[config.mk]
export PLATFORM = sky130hd
export DESIGN_NAME = half_bridge_diag_status
export DESIGN_NICKNAME = d
export VERILOG_FILES = /design/src/hw/diag_status_pkg.sv /design/src/hw/half_bridge_diag_status.sv /design/src/hw/level_sync.sv
export SDC_FILE = /design/constraint.sdc
export NUM_CORES = 1
export LEC_CHECK = 0
export BUFFER_PORTS_ARGS = -buffer_cell sky130_fd_sc_hd__buf_2
export CORE_MARGIN = 5
export CORE_UTILIZATION = 43
export DETAILED_ROUTE_END_ITERATION = 10
export PLACE_DENSITY = 0.66
export SLEW_MARGIN = 20
export SYNTH_ARGS = -nofsm -noshare
export SYNTH_HDL_FRONTEND = slang
export SYNTH_HIERARCHICAL = 1
export SYNTH_SLANG_ARGS = --single-unit
[constraint.sdc]
create_clock -name clk -period 2.04 [get_ports clk]
set_clock_uncertainty 0.15 [all_clocks]
set_input_delay 0.408 -clock clk [delete_from_list [all_inputs] [get_ports clk]]
set_output_delay 0.408 -clock clk [all_outputs]
set_load 0.05 [all_outputs]
[src/hw/diag_status_pkg.sv]
// Package with the layout and reset values of the half-bridge diagnosis words.
package diag_status_pkg;

  // ----------------------------------------------------------------------
  // Sizes
  // ----------------------------------------------------------------------
  localparam int NUM_BRIDGES = 10;
  localparam int GROUP0_BRIDGES = 6;
  localparam int GROUP1_BRIDGES = 4;
  localparam int WORD_WIDTH = 16;
  localparam int SYNC_STAGES = 2;

  // ----------------------------------------------------------------------
  // Diagnosis word field positions
  // ----------------------------------------------------------------------
  localparam int DIAG_OC_POS = 15;
  localparam int DIAG_PSF_POS = 14;
  localparam int DIAG_OL_POS = 13;
  localparam int DIAG_ACT_LSB = 7;
  localparam int DIAG_SIDE_LSB = 1;
  localparam int DIAG_TW_POS = 0;

  // ----------------------------------------------------------------------
  // Control word field positions
  // ----------------------------------------------------------------------
  localparam int CTRL_CLEAR_POS = 15;
  localparam int CTRL_GROUP_POS = 14;
  localparam int CTRL_OL_EN_POS = 13;
  localparam int CTRL_ACT_LSB = 7;
  localparam int CTRL_SIDE_LSB = 1;

  // ----------------------------------------------------------------------
  // Values after reset
  // ----------------------------------------------------------------------
  localparam logic [15:0] DIAG_WORD_RESET = 16'h0000;
  localparam logic [9:0] BRIDGE_RESET = 10'h000;
  localparam logic [1:0] GROUP_RESET = 2'h0;
  localparam logic STARTUP_RESET = 1'b1;

  // Asynchronous inputs gathered for the synchroniser
  typedef struct packed {
    logic [9:0] overcurrent_event;
    logic [9:0] open_load_event;
    logic supply_fault;
    logic thermal_warning;
    logic chip_select_n;
  } async_in_t;

  localparam int ASYNC_WIDTH = $bits(async_in_t);

  // Synchroniser reset state: every level at its idle value, chip select high
  localparam async_in_t ASYNC_RESET = '{overcurrent_event: 10'h000,
                                        open_load_event: 10'h000,
                                        supply_fault: 1'b0,
                                        thermal_warning: 1'b0,
                                        chip_select_n: 1'b1};

endpackage : diag_status_pkg

[src/hw/half_bridge_diag_status.sv]
// Diagnosis status words and output shut-off logic of a ten-channel half-bridge driver.
//
// Notes on behaviour
// Word 0: overcurrent, supply fault, open load, active 6..1, side 6..1, thermal warning.
// Word 1: flags in 15..13, active 10..7 and side 10..7 in bits 10..7 and 4..1, warning 0.
// Any overload, short or cross-current in a group sets that group's overcurrent flag.
// An overcurrent latches the flag and switches the affected output stage off.
// A latched overcurrent flag clears only by the group's clear request or power-on reset.
// One global supply-fault flag, shown in both words, follows load supply over/undervoltage.
// While the supply fault is set every half-bridge output is held off.
// The supply-fault flag does not latch and drops as soon as the supply recovers.
// Any open-load or underload in a group sets and latches that group's open-load flag.
// An open load switches the output off only when that group's shut-off enable is high.
// A latched open-load flag clears only by the group's clear request or power-on reset.
// Each active-status bit is high while its bridge drives and low while it is high impedance.
// Each side-status bit is high with the high-side switch on and low-side off, else low.
// A clear request clears its group's errors on the chip-select rising edge ending the frame.
// Status bits show the real driver state, not the values written in the control word.
// Until the first frame ends, word 0 shows only supply fault and thermal warning.
// Don't-care positions of word 1 read as zero.
module half_bridge_diag_status
  import diag_status_pkg::*;
(
  input wire logic clk, // System clock, 100 MHz
  input wire logic reset_n, // Power-on reset, active low
  input wire logic chip_select_n, // Link chip select pin, active low
  input wire logic [9:0] overcurrent_event, // Per-bridge overload/short/cross-current
  input wire logic [9:0] open_load_event, // Per-bridge open load or underload
  input wire logic load_supply_fault, // Load supply rail out of range
  input wire logic thermal_warning_in, // Junction temperature warning
  input wire logic ctrl_write, // One-cycle pulse: control word received
  input wire logic [15:0] ctrl_word, // Received control word
  output logic [15:0] diag_word_0, // Status of bridges 1 to 6
  output logic [15:0] diag_word_1, // Status of bridges 7 to 10
  output logic [9:0] high_side_switch, // High-side gate drive per bridge
  output logic [9:0] low_side_switch // Low-side gate drive per bridge
);

  // ----------------------------------------------------------------------
  // Input synchronisation
  // ----------------------------------------------------------------------
  async_in_t async_raw;
  async_in_t async_sync;
  logic cs_n_last_reg;
  logic frame_end;

  assign async_raw = '{overcurrent_event: overcurrent_event,
                       open_load_event: open_load_event,
                       supply_fault: load_supply_fault,
                       thermal_warning: thermal_warning_in,
                       chip_select_n: chip_select_n};

  level_sync #(
    .WIDTH(ASYNC_WIDTH),
    .RESET_VALUE(ASYNC_RESET)
  ) u_sync (
    .clk(clk),
    .reset_n(reset_n),
    .async_in(async_raw),
    .sync_out(async_sync)
  );

  // Chip-select rising edge marks the end of a frame
  always_ff @(posedge clk or negedge reset_n) begin
    if (!reset_n) begin
      cs_n_last_reg <= 1'b1;
    end else begin
      cs_n_last_reg <= async_sync.chip_select_n;
    end
  end

  assign frame_end = async_sync.chip_select_n & ~cs_n_last_reg;

  // ----------------------------------------------------------------------
  // Control word storage
  // ----------------------------------------------------------------------
  logic [9:0] cmd_act_reg;
  logic [9:0] cmd_side_reg;
  logic [1:0] ol_en_reg;
  logic [1:0] clear_pending_reg;
  logic [1:0] group_clear;
  logic ctrl_group;

  assign ctrl_group = ctrl_word[CTRL_GROUP_POS];

  // Commanded bridge states and shut-off enables, per addressed group
  always_ff @(posedge clk or negedge reset_n) begin
    if (!reset_n) begin
      cmd_act_reg <= BRIDGE_RESET;
      cmd_side_reg <= BRIDGE_RESET;
      ol_en_reg <= GROUP_RESET;
    end else if (ctrl_write) begin
      ol_en_reg[ctrl_group] <= ctrl_word[CTRL_OL_EN_POS];
      if (!ctrl_group) begin
        cmd_act_reg[5:0] <= ctrl_word[CTRL_ACT_LSB +: GROUP0_BRIDGES];
        cmd_side_reg[5:0] <= ctrl_word[CTRL_SIDE_LSB +: GROUP0_BRIDGES];
      end else begin
        cmd_act_reg[9:6] <= ctrl_word[CTRL_ACT_LSB +: GROUP1_BRIDGES];
        cmd_side_reg[9:6] <= ctrl_word[CTRL_SIDE_LSB +: GROUP1_BRIDGES];
      end
    end
  end

  // Clear requests wait for the frame end; a new request in that cycle is kept
  always_ff @(posedge clk or negedge reset_n) begin
    if (!reset_n) begin
      clear_pending_reg <= GROUP_RESET;
    end else begin
      for (int g = 0; g < 2; g++) begin
        if (ctrl_write && ctrl_word[CTRL_CLEAR_POS] && (ctrl_group == g[0])) begin
          clear_pending_reg[g] <= 1'b1;
        end else if (frame_end) begin
          clear_pending_reg[g] <= 1'b0;
        end
      end
    end
  end

  assign group_clear = frame_end ? clear_pending_reg : 2'h0;

  // ----------------------------------------------------------------------
  // Error flags
  // ----------------------------------------------------------------------
  logic [1:0] oc_flag_reg;
  logic [1:0] ol_flag_reg;
  logic [1:0] oc_group_evt;
  logic [1:0] ol_group_evt;

  assign oc_group_evt = {|async_sync.overcurrent_event[9:6],
                         |async_sync.overcurrent_event[5:0]};
  assign ol_group_evt = {|async_sync.open_load_event[9:6],
                         |async_sync.open_load_event[5:0]};

  // Latched flags; a new event beats a clear in the same cycle
  always_ff @(posedge clk or negedge reset_n) begin
    if (!reset_n) begin
      oc_flag_reg <= GROUP_RESET;
      ol_flag_reg <= GROUP_RESET;
    end else begin
      oc_flag_reg <= (oc_flag_reg & ~group_clear) | oc_group_evt; // see R04
      ol_flag_reg <= (ol_flag_reg & ~group_clear) | ol_group_evt; // see R09
    end
  end

  // ----------------------------------------------------------------------
  // Per-bridge shut-off latches and drivers
  // ----------------------------------------------------------------------
  logic [9:0] shutoff_reg;
  logic [9:0] bridge_on;

  for (genvar i = 0; i < NUM_BRIDGES; i++) begin : g_bridge
    localparam int GRP = (i < GROUP0_BRIDGES) ? 0 : 1;

    // Stage stays off until its group is cleared, so a short cannot re-arm itself
    always_ff @(posedge clk or negedge reset_n) begin
      if (!reset_n) begin
        shutoff_reg[i] <= 1'b0;
      end else if (async_sync.overcurrent_event[i]) begin
        shutoff_reg[i] <= 1'b1;
      end else if (async_sync.open_load_event[i] && ol_en_reg[GRP]) begin
        shutoff_reg[i] <= 1'b1;
      end else if (group_clear[GRP]) begin
        shutoff_reg[i] <= 1'b0;
      end
    end

    // Supply fault overrides everything without latching
    assign bridge_on[i] = cmd_act_reg[i] & ~shutoff_reg[i] & ~async_sync.supply_fault;
  end

  // Gate drives; the two switches of a bridge are never on together
  always_ff @(posedge clk or negedge reset_n) begin
    if (!reset_n) begin
      high_side_switch <= BRIDGE_RESET;
      low_side_switch <= BRIDGE_RESET;
    end else begin
      high_side_switch <= bridge_on & cmd_side_reg;
      low_side_switch <= bridge_on & ~cmd_side_reg;
    end
  end

  // ----------------------------------------------------------------------
  // Diagnosis words
  // ----------------------------------------------------------------------
  logic startup_reg;
  logic [9:0] act_status;
  logic [9:0] side_status;

  // Status taken from the real drivers, not from the command bits
  assign act_status = high_side_switch | low_side_switch; // see R12
  assign side_status = high_side_switch; // see R13

  // Assemble one word; unused positions stay zero
  function automatic logic [15:0] build_word(input logic oc, input logic supply_fault_flag,
                                             input logic ol, input logic [5:0] act,
                                             input logic [5:0] side, input logic tw);
    logic [15:0] w;
    w = DIAG_WORD_RESET;
    w[DIAG_OC_POS] = oc;
    w[DIAG_PSF_POS] = supply_fault_flag;
    w[DIAG_OL_POS] = ol;
    w[DIAG_ACT_LSB +: 6] = act;
    w[DIAG_SIDE_LSB +: 6] = side;
    w[DIAG_TW_POS] = tw;
    return w;
  endfunction : build_word

  // In word 0, the first frame after reset reports supply and temperature only
  always_ff @(posedge clk or negedge reset_n) begin
    if (!reset_n) begin
      startup_reg <= STARTUP_RESET;
    end else if (frame_end) begin
      startup_reg <= 1'b0;
    end
  end

  // Words are rebuilt every cycle; supply fault is live in both
  always_ff @(posedge clk or negedge reset_n) begin
    if (!reset_n) begin
      diag_word_0 <= DIAG_WORD_RESET;
      diag_word_1 <= DIAG_WORD_RESET;
    end else begin
      if (startup_reg) begin
        diag_word_0 <= build_word(1'b0, async_sync.supply_fault, 1'b0, 6'h00, 6'h00,
                                  async_sync.thermal_warning);
      end else begin
        diag_word_0 <= build_word(oc_flag_reg[0], async_sync.supply_fault, ol_flag_reg[0],
                                  act_status[5:0], side_status[5:0],
                                  async_sync.thermal_warning); // see R01 see R06
      end
      diag_word_1 <= build_word(oc_flag_reg[1], async_sync.supply_fault, ol_flag_reg[1],
                                {2'h0, act_status[9:6]}, {2'h0, side_status[9:6]},
                                async_sync.thermal_warning); // see R02
    end
  end

endmodule : half_bridge_diag_status

[src/hw/level_sync.sv]
// Two-stage synchroniser for a vector of levels from outside the clock domain.
module level_sync #(
  parameter int WIDTH = 1,
  parameter logic [WIDTH-1:0] RESET_VALUE = '0
) (
  input wire logic clk, // System clock
  input wire logic reset_n, // Asynchronous reset, active low
  input wire logic [WIDTH-1:0] async_in, // Unsynchronised levels
  output logic [WIDTH-1:0] sync_out // Levels safe to read
);

  logic [WIDTH-1:0] meta_reg;

  // ----------------------------------------------------------------------
  // Two flops; only the second stage is read outside
  // ----------------------------------------------------------------------
  always_ff @(posedge clk or negedge reset_n) begin
    if (!reset_n) begin
      // Reset to the idle level so that no false edge follows reset
      meta_reg <= RESET_VALUE;
      sync_out <= RESET_VALUE;
    end else begin
      meta_reg <= async_in;
      sync_out <= meta_reg;
    end
  end

endmodule : level_sync

==> impl_metrics.toml, run 1 <==
[run_status]
status = "complete, no violations"

[placed_design]
place_ws_ns = 0.4749
io_buffers = 88
dp_hpwl_mm = 4.998
globalplace.congestion = 0.6837

[cts]
cts_made_buffers = 17
clock_path_buffers = 2
cts_root_buffer = "clkbuf_8"
worstSkewPairLatency_ns = 0.50
tritoncts = "built"
cts_num_sinks = 132
h-tree-depth = 4
path_clk_slew_ns = 0.06
postCtsSetupBuffers = 0
cts_resized = 0

[synth]
netlist_instances = 239
synth_warnings = 6
syn_area_um2 = 4169
synth_area_leaders = "dfrtp_1 (77%), mux2_2 (5.9%), dfstp_2 (2.5%)"
yosysTopAreaCellShare_pct = 76.83
ys_ff_latch = 132
synth_top_area_cell = "dfrtp_1"
yosysSeqAreaShare_pct = 79.35
synth.distinct_cells = 25
avgSynthCellArea_um2 = 17.44

[sta]
fin_crit_ns = 1.695
fin_ws_ns = 0.3447
rsz0062_at_grt = "no"
post-route-period-util_pct = 83.10
finalSetupViolations = 0
slew_violations = 0
slew-limit-headroom_pct = 53.52
hold_viol = 0
worstMarginPinSlew_ns = 0.6972
tns_ns = 0
fmax_ghz = 0.5899

[setup_path]
endpoint_kind = "output pin"
critPathRequiredTime_ns = 1.48
slowest_stage = "dfrtp_1"
cp_max_fo = 3
critPathArrivalTime_ns = 1.14
cpLargestDelayFamily = "flip-flops"
cp_num_buf_inv = 1
slowest_delay_ns = 0.36
cp_cell_sequence = "buf_2"
path_class = "register to output pin"
start_kind = "register"

[pwr]
p_per_area_nw_per_um2 = 1046
vdd_drop_max_mv = 0.6495
leakage_nw = 2.722

[routing]
final_antenna_net_count = 0
wl_per_cell_um = 14.03
drc = 0
vias = 2407
via_per_inst = 4.585
wl_mm = 7.366
drt_iter0_drc = 54
drt-pass1-iter-count = 3

[floorplanning]
start_util_pct = 43.45
dieArea_um2 = 11760
die_width_um = 108.5
pin_count = 94
num_rows = 36
coreArea_um2 = 9594
die_y_um = 108.5

[global_route]
met2_usage_pct = 22.82
grt_max_degree = 56
antenna_found_initial = 0
busiest_layer = "met2"
use_met3_pct = 5.075
overflow = 0
use_met1_pct = 15.92
grt_first_pass_wirelength_mm = 11.94
grt_pass1_vias = 2472
gr-usage-all-layers_pct = 13.63

[final_layout]
final_cell_mix = "dfrtp_1 (128), buf_2 (87), dlygate4sd3_1 (36), mux2_2 (22), clkbuf_16 (16)"
ff_latch_area_um2 = 3308
area_growth_pct = 36.52
multi_input_area_um2 = 797.0
final_common_cell = "dfrtp_1"
fillers = 749
n_antenna_cell = 0
drive_gt1_share_pct = 39.80
final_nets = 421

[min_path]
hold_path_class = "input pin to register"

[job]
drv_cap = 0
## logic make-up (layout without fill, tap and decap cells)
group	count (synthesis)	count (layout)	synth area share [%]
other	1	4	0.08995
buffers and inverters	13	163	1.801
multiplexers	22	22	5.942
AO/OA/AOI/OAI	16	16	3.662
AND/OR/NAND/NOR	55	55	9.153
flip-flops	132	132	79.35
## per-stage QoR
step	std cells	utilization (%)	cell area (um^2)	hold WS [ns]	power [mW]
2_1_floorplan	242	-	4180	-0.03759	3.067
3_3_place_gp	457	49.78	4776	0.1831	3.200
3_5_place_dp	457	49.78	4776	0.1847	3.217
4_1_cts	525	59.32	5692	0.006820	6.040
5_1_grt	525	59.32	5692	0.003093	6.203
6_report	525	59.32	5692	0.02787	5.956
## area by class of cell
cell class | count | area share, %
Multi-Input combinational cell | 97 | 14.00
Clock buffer | 17 | 7.276
Inverter | 2 | 0.1319
Timing Repair Buffer | 129 | 15.06
Tap cell | 133 | 2.924
Sequential cell | 132 | 58.12
Clock inverter | 15 | 2.484
## where the power goes
part           switching, mW  leakage [nW]  internal [mW]
sequential            0.0910          1.58           2.76
clock                   1.19         0.273           1.55
combinational          0.181         0.870          0.187
## final timing paths
kind / from / endpoint / slack (ns) / cells past startpoint
max in group asynchronous: reset_n / shutoff_reg[4] / 0.87 / 3
hold reg to reg: u_sync/meta_reg[1] / u_sync/sync_out[1] / 0.20 / 0
min in group asynchronous: reset_n / diag_word_0[6] / 0.28 / 2
hold / removal: ctrl_word[4] / cmd_side_reg[9] / 0.03 / 2
setup reg to reg: u_sync/sync_out[14] / oc_flag_reg[0] / 0.46 / 2
setup / recovery: high_side_switch[9] / high_side_switch[9] / 0.34 / 1
## Yosys cell counts
master    number
and3b_1        1
nand2b_1       1
nor2b_1        9
a221o_2        1
o21ai_0        2
nor4_1         2
nand3b_1       2
nor4bb_1      10
a32o_1         1
conb_1         1
and2_1         1
a221o_1        9
a22o_1         1
clkbuf_1       4
dfrtp_1      128
nor2_1        12
buf_4          7
inv_1          2
nand2_1        1
nor4b_1       10
dfstp_2        4
or4_1          2
or2_2          4
mux2_2        22
a2111o_1       2
## metal layers
layer / wire, um / vias up / part of all wire [%]
li1: - / 1118 / -
met1: 2956 / 1215 / 40
met2: 3827 / 68 / 52
met3: 491 / 6 / 6.7
met4: 90 / 0 / 1.2
met5: 0 / - / 0
## what timing repair did
item	CTS	global route
hold buffers	36	0
endpoints found under the setup margin	0	0
endpoints found under the hold margin	86	0
(Power assumes the default switching activity.)
==> run 2, diff against run 1 <==
--- a/config.mk
+++ b/config.mk
@@ -5,6 +5,7 @@
 export SDC_FILE = /design/constraint.sdc
 export NUM_CORES = 1
 export LEC_CHECK = 0
+export ABC_AREA = 1
 export BUFFER_PORTS_ARGS = -buffer_cell sky130_fd_sc_hd__buf_2
 export CORE_MARGIN = 5
 export CORE_UTILIZATION = 43
==> constraint.sdc (replaced) <==
create_clock -name clk -period 1.6 [get_ports clk]
set_clock_uncertainty 0.15 [all_clocks]
set_input_delay 0.32 -clock clk [delete_from_list [all_inputs] [get_ports clk]]
set_output_delay 0.32 -clock clk [all_outputs]
set_load 0.05 [all_outputs]
==> run 2 against run 1 <==
  * Global-route usage grew 0.55 points
  * Register-to-register slack lost 0.12 ns
  * Combinational power grew 36%
  * Synthesized cell count grew 48%
  * Largest power group is now the clock network
  * Worst hold slack gained 0.0099 ns
  * Flip-flop and latch count is the same
  * Clock-buffer cell count grew 3
  * Design area grew 5.6%
  * Non-clock buffer count grew 4
  * Sequential share of layout area shrank 3.1 points
  * Sequential power grew 26%
  * Die area grew 3.3%
==> impl_metrics.toml, run 2 <==
[run_status]
status = "complete, no violations"

[setup_path]
cp_max_fo = 1
cp_cell_sequence = "buf_2"
endpoint_kind = "output pin"
cp_num_buf_inv = 1
path_class = "register to output pin"
critPathArrivalTime_ns = 1.09
critPathRequiredTime_ns = 1.13
slowest_delay_ns = 0.33
cpLargestDelayFamily = "flip-flops"
slowest_stage = "dfrtp_1"
start_kind = "register"

[global_route]
grt_max_degree = 49
grt_pass1_vias = 2812
antenna_found_initial = 0
gr-usage-all-layers_pct = 14.19
overflow = 0
grt_first_pass_wirelength_mm = 12.83

[final_layout]
n_antenna_cell = 0
area_growth_pct = 39.17
final_common_cell = "dfrtp_1"
fin_area_um2 = 6011
final_cell_mix = "dfrtp_1 (128), nand2_1 (68), nor2_1 (59), buf_2 (59), dlygate4sd3_1 (39)"
stdcell_count = 643
drive_gt1_share_pct = 28.63
final_nets = 539
fillers = 782

[sta]
fmax_ghz = 0.6401
hold_viol = 0
rsz0062_at_grt = "yes"
hold_ws_ns = 0.03778
fin_crit_ns = 1.562
post-route-period-util_pct = 97.64
finalSetupViolations = 0
tns_ns = 0
slew_violations = 0

[cts]
cts_made_buffers = 17
worstSkewPairLatency_ns = 0.50
clock_path_buffers = 2
cts_num_sinks = 132
h-tree-depth = 4
tritoncts = "built"
path_clk_slew_ns = 0.06
cts_root_buffer = "clkbuf_8"

[synth]
yosysSeqAreaShare_pct = 76.59
ys_ff_latch = 132
synth_top_area_cell = "dfrtp_1"
synth_edf_count = 0
synth.distinct_cells = 22
avgSynthCellArea_um2 = 12.20
syn_area_um2 = 4319
synth_ff_type = "dfrtp_1"
netlist_instances = 354
netlist_top_cells_count = "dfrtp_1 (128), nand2_1 (68), nor2_1 (59)"
synth_area_leaders = "dfrtp_1 (74%), nand2_1 (5.9%), nor2_1 (5.1%)"
synth_warnings = 6
yosysMostFrequentCell = "dfrtp_1"
yosysTopAreaCellShare_pct = 74.16
async_flop_share_pct = 100.0

[job]
drv_cap = 0

[routing]
wl_mm = 7.762
via_per_inst = 4.281
drc = 0
drt-pass1-iter-count = 4
final_antenna_net_count = 0
wl_per_cell_um = 12.07
vias = 2753
drt_iter0_drc = 86

[pwr]
leakage_nw = 3.090
vdd_drop_max_mv = 0.7216
total_power_mw = 7.916
p_per_area_nw_per_um2 = 1317

[floorplanning]
die_y_um = 110.2
pin_count = 94
start_util_pct = 44.19
num_rows = 36
coreArea_um2 = 9774
die_width_um = 110.2
dieArea_um2 = 12150

[placed_design]
dp_hpwl_mm = 5.104
dpl-instance-area_um2 = 4910
dpl.cell_count = 571
io_buffers = 88
globalplace.congestion = 0.7405

[min_path]
hold_path_class = "input pin to register"
## run 2: through the flow
step / worst slack (ns) / util, %
2_1_floorplan: 0.2437 / -
3_3_place_gp: 0.3578 / 50.23
3_5_place_dp: 0.3501 / 50.23
4_1_cts: 0.002191 / 60.77
5_1_grt: -0.01482 / 61.50
6_report: 0.03778 / 61.50
## run 2: logic make-up (layout without fill, tap and decap cells)
group,count (synthesis),after routing,share of synthesized area (%)
AO/OA/AOI/OAI,31,31,4.258
other,1,4,0.08682
buffers and inverters,45,198,5.388
AND/OR/NAND/NOR,145,145,13.67
flip-flops,132,132,76.59
## run 2: final timing paths
path | start | end | slack, ns | depth (start not counted)
hold reg to reg | u_sync/sync_out[1] | diag_word_0[0] | 0.20 | 0
hold / removal | ctrl_write | cmd_side_reg[5] | 0.04 | 3
setup reg to reg | u_sync/sync_out[0] | shutoff_reg[3] | 0.34 | 3
max in group asynchronous | reset_n | cmd_side_reg[4] | 0.60 | 3
min in group asynchronous | reset_n | diag_word_1[8] | 0.18 | 2
setup / recovery | diag_word_1[15] | diag_word_1[15] | 0.04 | 1
## run 2: tightest hold or removal path, stage by stage
cell and delay, ns:
buf_2 0.17, nand3_1 0.11, nand2_1 0.05
## run 2: report_power, final
part	internal (mW)	switching, mW	total [mW]
clock network	2.45	1.36	3.81
registers	3.51	0.0957	3.60
logic	0.206	0.295	0.501
## run 2: routing by layer
layer | track usage, % | routed length (um)
met5 | 0 | 0
met4 | 6.596 | 121
met3 | 4.310 | 445
met2 | 24.35 | 4070
met1 | 16.26 | 3125
## run 2: final cells by class
type                    count  area, um^2  area share [%]
multi-input cells         180       789.5           13.13
clock inverters            12       153.9           2.560
inverters                  33       123.9           2.061
repair buffers            133        1023           17.03
well taps                 133       166.4           2.769
clock buffers              20       445.4           7.410
flip-flops and latches    132        3308           55.04
## run 2: timing repair
action                     CTS  global route
hold endpoints to repair   179             0
gates resized for setup     16            23
setup endpoints to repair   16            22
buffers inserted             0             1
hold buffers                39             0
==> run 3, diff against run 2 <==
--- a/config.mk
+++ b/config.mk
@@ -6,11 +6,10 @@
 export NUM_CORES = 1
 export LEC_CHECK = 0
 export ABC_AREA = 1
-export BUFFER_PORTS_ARGS = -buffer_cell sky130_fd_sc_hd__buf_2
 export CORE_MARGIN = 5
 export CORE_UTILIZATION = 43
 export DETAILED_ROUTE_END_ITERATION = 10
-export PLACE_DENSITY = 0.66
+export DONT_BUFFER_PORTS = 1
 export SLEW_MARGIN = 20
 export SYNTH_ARGS = -nofsm -noshare
 export SYNTH_HDL_FRONTEND = slang
==> run 3 against run 2 <==
  * The run now ends with negative hold slack left
  * Die area is the same
  * Combinational power shrank 37%
  * Clock-buffer cell count shrank 1
  * Core utilization shrank 5.6 points
  * Worst hold slack lost 0.68 ns
  * Global-route usage shrank 0.53 points
  * Critical endpoint is now cmd_side_reg[4]
==> impl_metrics.toml, run 3 (synthesis results as in run 2) <==
[final_layout]
multi_input_area_um2 = 789.5
final_common_cell = "dfrtp_1"
stdcell_count = 551
final_cell_mix = "dfrtp_1 (84), nand2_1 (68), nor2_1 (59), dfrtp_2 (44), dlygate4sd3_1 (39)"
final_nets = 448
fillers = 859
drive_gt1_share_pct = 23.44
area_growth_pct = 26.56
ff_latch_area_um2 = 3363
n_antenna_cell = 0

[run_status]
violations = "negative hold slack"
status = "complete, but fails checks"

[setup_path]
critPathArrivalTime_ns = 1.85
reg2reg_depth = 3
start_kind = "input pin"
critPathRequiredTime_ns = 1.89
endpoint_kind = "register"
cp_max_fo = 6
path_class = "input pin to register"

[cts]
tritoncts = "built"
cts_num_sinks = 132
hold_buffers = 40
cts_made_buffers = 17
clock_path_buffers = 2
h-tree-depth = 4
worstSkewPairLatency_ns = 0.51
postCtsSetupBuffers = 0
cts_root_buffer = "clkbuf_8"
path_clk_slew_ns = 0.06

[pwr]
p_sw_mw = 1.682
leakage_nw = 2.585
vdd_drop_max_mv = 0.7757
swShare_pct = 21.63
p_per_area_nw_per_um2 = 1423
p_seq_share_pct = 46.9
pwr-share-clk_pct = 49.0
power_frac_comb_pct = 4.1
total_power_mw = 7.779
cell_internal_pwr_mw = 6.097

[routing]
wl_mm = 7.548
wl_per_cell_um = 13.70
drc = 0
via_per_inst = 4.383
final_antenna_net_count = 0
drt-pass1-iter-count = 4
vias = 2415
drt_iter0_drc = 107

[global_route]
grt_first_pass_wirelength_mm = 12.00
antenna_found_initial = 0
grt_pass1_vias = 2459
grt_max_degree = 133
overflow = 0
gr-usage-all-layers_pct = 13.65

[sta]
post-route-period-util_pct = 97.39
fmax_ghz = 0.6418
finalSetupViolations = 0
tns_ns = 0
hold_viol = 132
rsz0062_at_grt = "no"
slew_violations = 0
hold_ws_ns = -0.6458
fin_crit_ns = 1.558

[floorplanning]
dieArea_um2 = 12150
die_width_um = 110.2
die_y_um = 110.2
start_util_pct = 44.19
pin_count = 94
coreArea_um2 = 9774
num_rows = 36

[job]
drv_cap = 0

[placed_design]
dp_hpwl_mm = 4.752
globalplace.congestion = 0.7045
io_buffers = 0
dpl.cell_count = 480

[min_path]
hold_path_class = "input pin to asynchronous set/reset pin"
-- run 3: critical path: stages --
cell and delay, ns:
dlygate4sd3_1 0.62, inv_2 0.17, nand3_1 0.08, dlygate4sd3_1 0.57, nand2_1 0.08
-- run 3: final cells by class --
class	instances	area share, %
clock buffer	19	8.080
inverter	33	2.266
tap	133	3.044
multi-input combinational	180	14.44
clock inverter	12	2.861
timing repair buffer	42	7.782
sequential	132	61.52
-- run 3: what timing repair did --
item / CTS / global route
resized for setup: 46 / 1
setup endpoints to repair: 48 / 1
endpoints found under the hold margin: 179 / 132
-- run 3: through the flow --
stage | utilization (%) | area [um^2] | setup slack, ns
after global routing | 55.93 | 5466 | 0.005700
after global placement | 45.05 | 4403 | 0.3642
after floorplan | - | 4330 | 0.2437
after detailed placement | 45.05 | 4403 | 0.3371
final | 55.93 | 5466 | 0.04176
after CTS | 55.90 | 5464 | 0.02946
-- run 3: worst paths after layout --
check | end | startpoint | slack [ns]
min reg2reg | u_sync/sync_out[17] | u_sync/meta_reg[17] | 0.20
max reg2reg | shutoff_reg[5] | u_sync/sync_out[0] | 0.32
min | diag_word_1[8] | reset_n | -0.65
max | cmd_side_reg[4] | ctrl_word[14] | 0.04
min in group clk | u_sync/sync_out[17] | u_sync/meta_reg[17] | 0.20
max in group asynchronous | u_sync/sync_out[0] | reset_n | 1.64
-- run 3: power by group through the flow --
stage                     registers [mW]  logic, mW  clock network [mW]
after floorplan                     3.68      0.216                   0
after global routing                3.67      0.359                4.08
final                               3.65      0.317                3.82
after global placement              3.70      0.228                   0
after detailed placement            3.70      0.234                   0
after CTS                           3.65      0.320                3.91
-- run 3: layer usage --
metal | vias to the layer above | routed length, um | track usage, %
met4 | 0 | 148 | 6.860
met1 | 1146 | 3089 | 15.77
met2 | 73 | 3754 | 22.18
met5 | - | 0 | 0
met3 | 13 | 555 | 5.300
li1 | 1183 | - | -
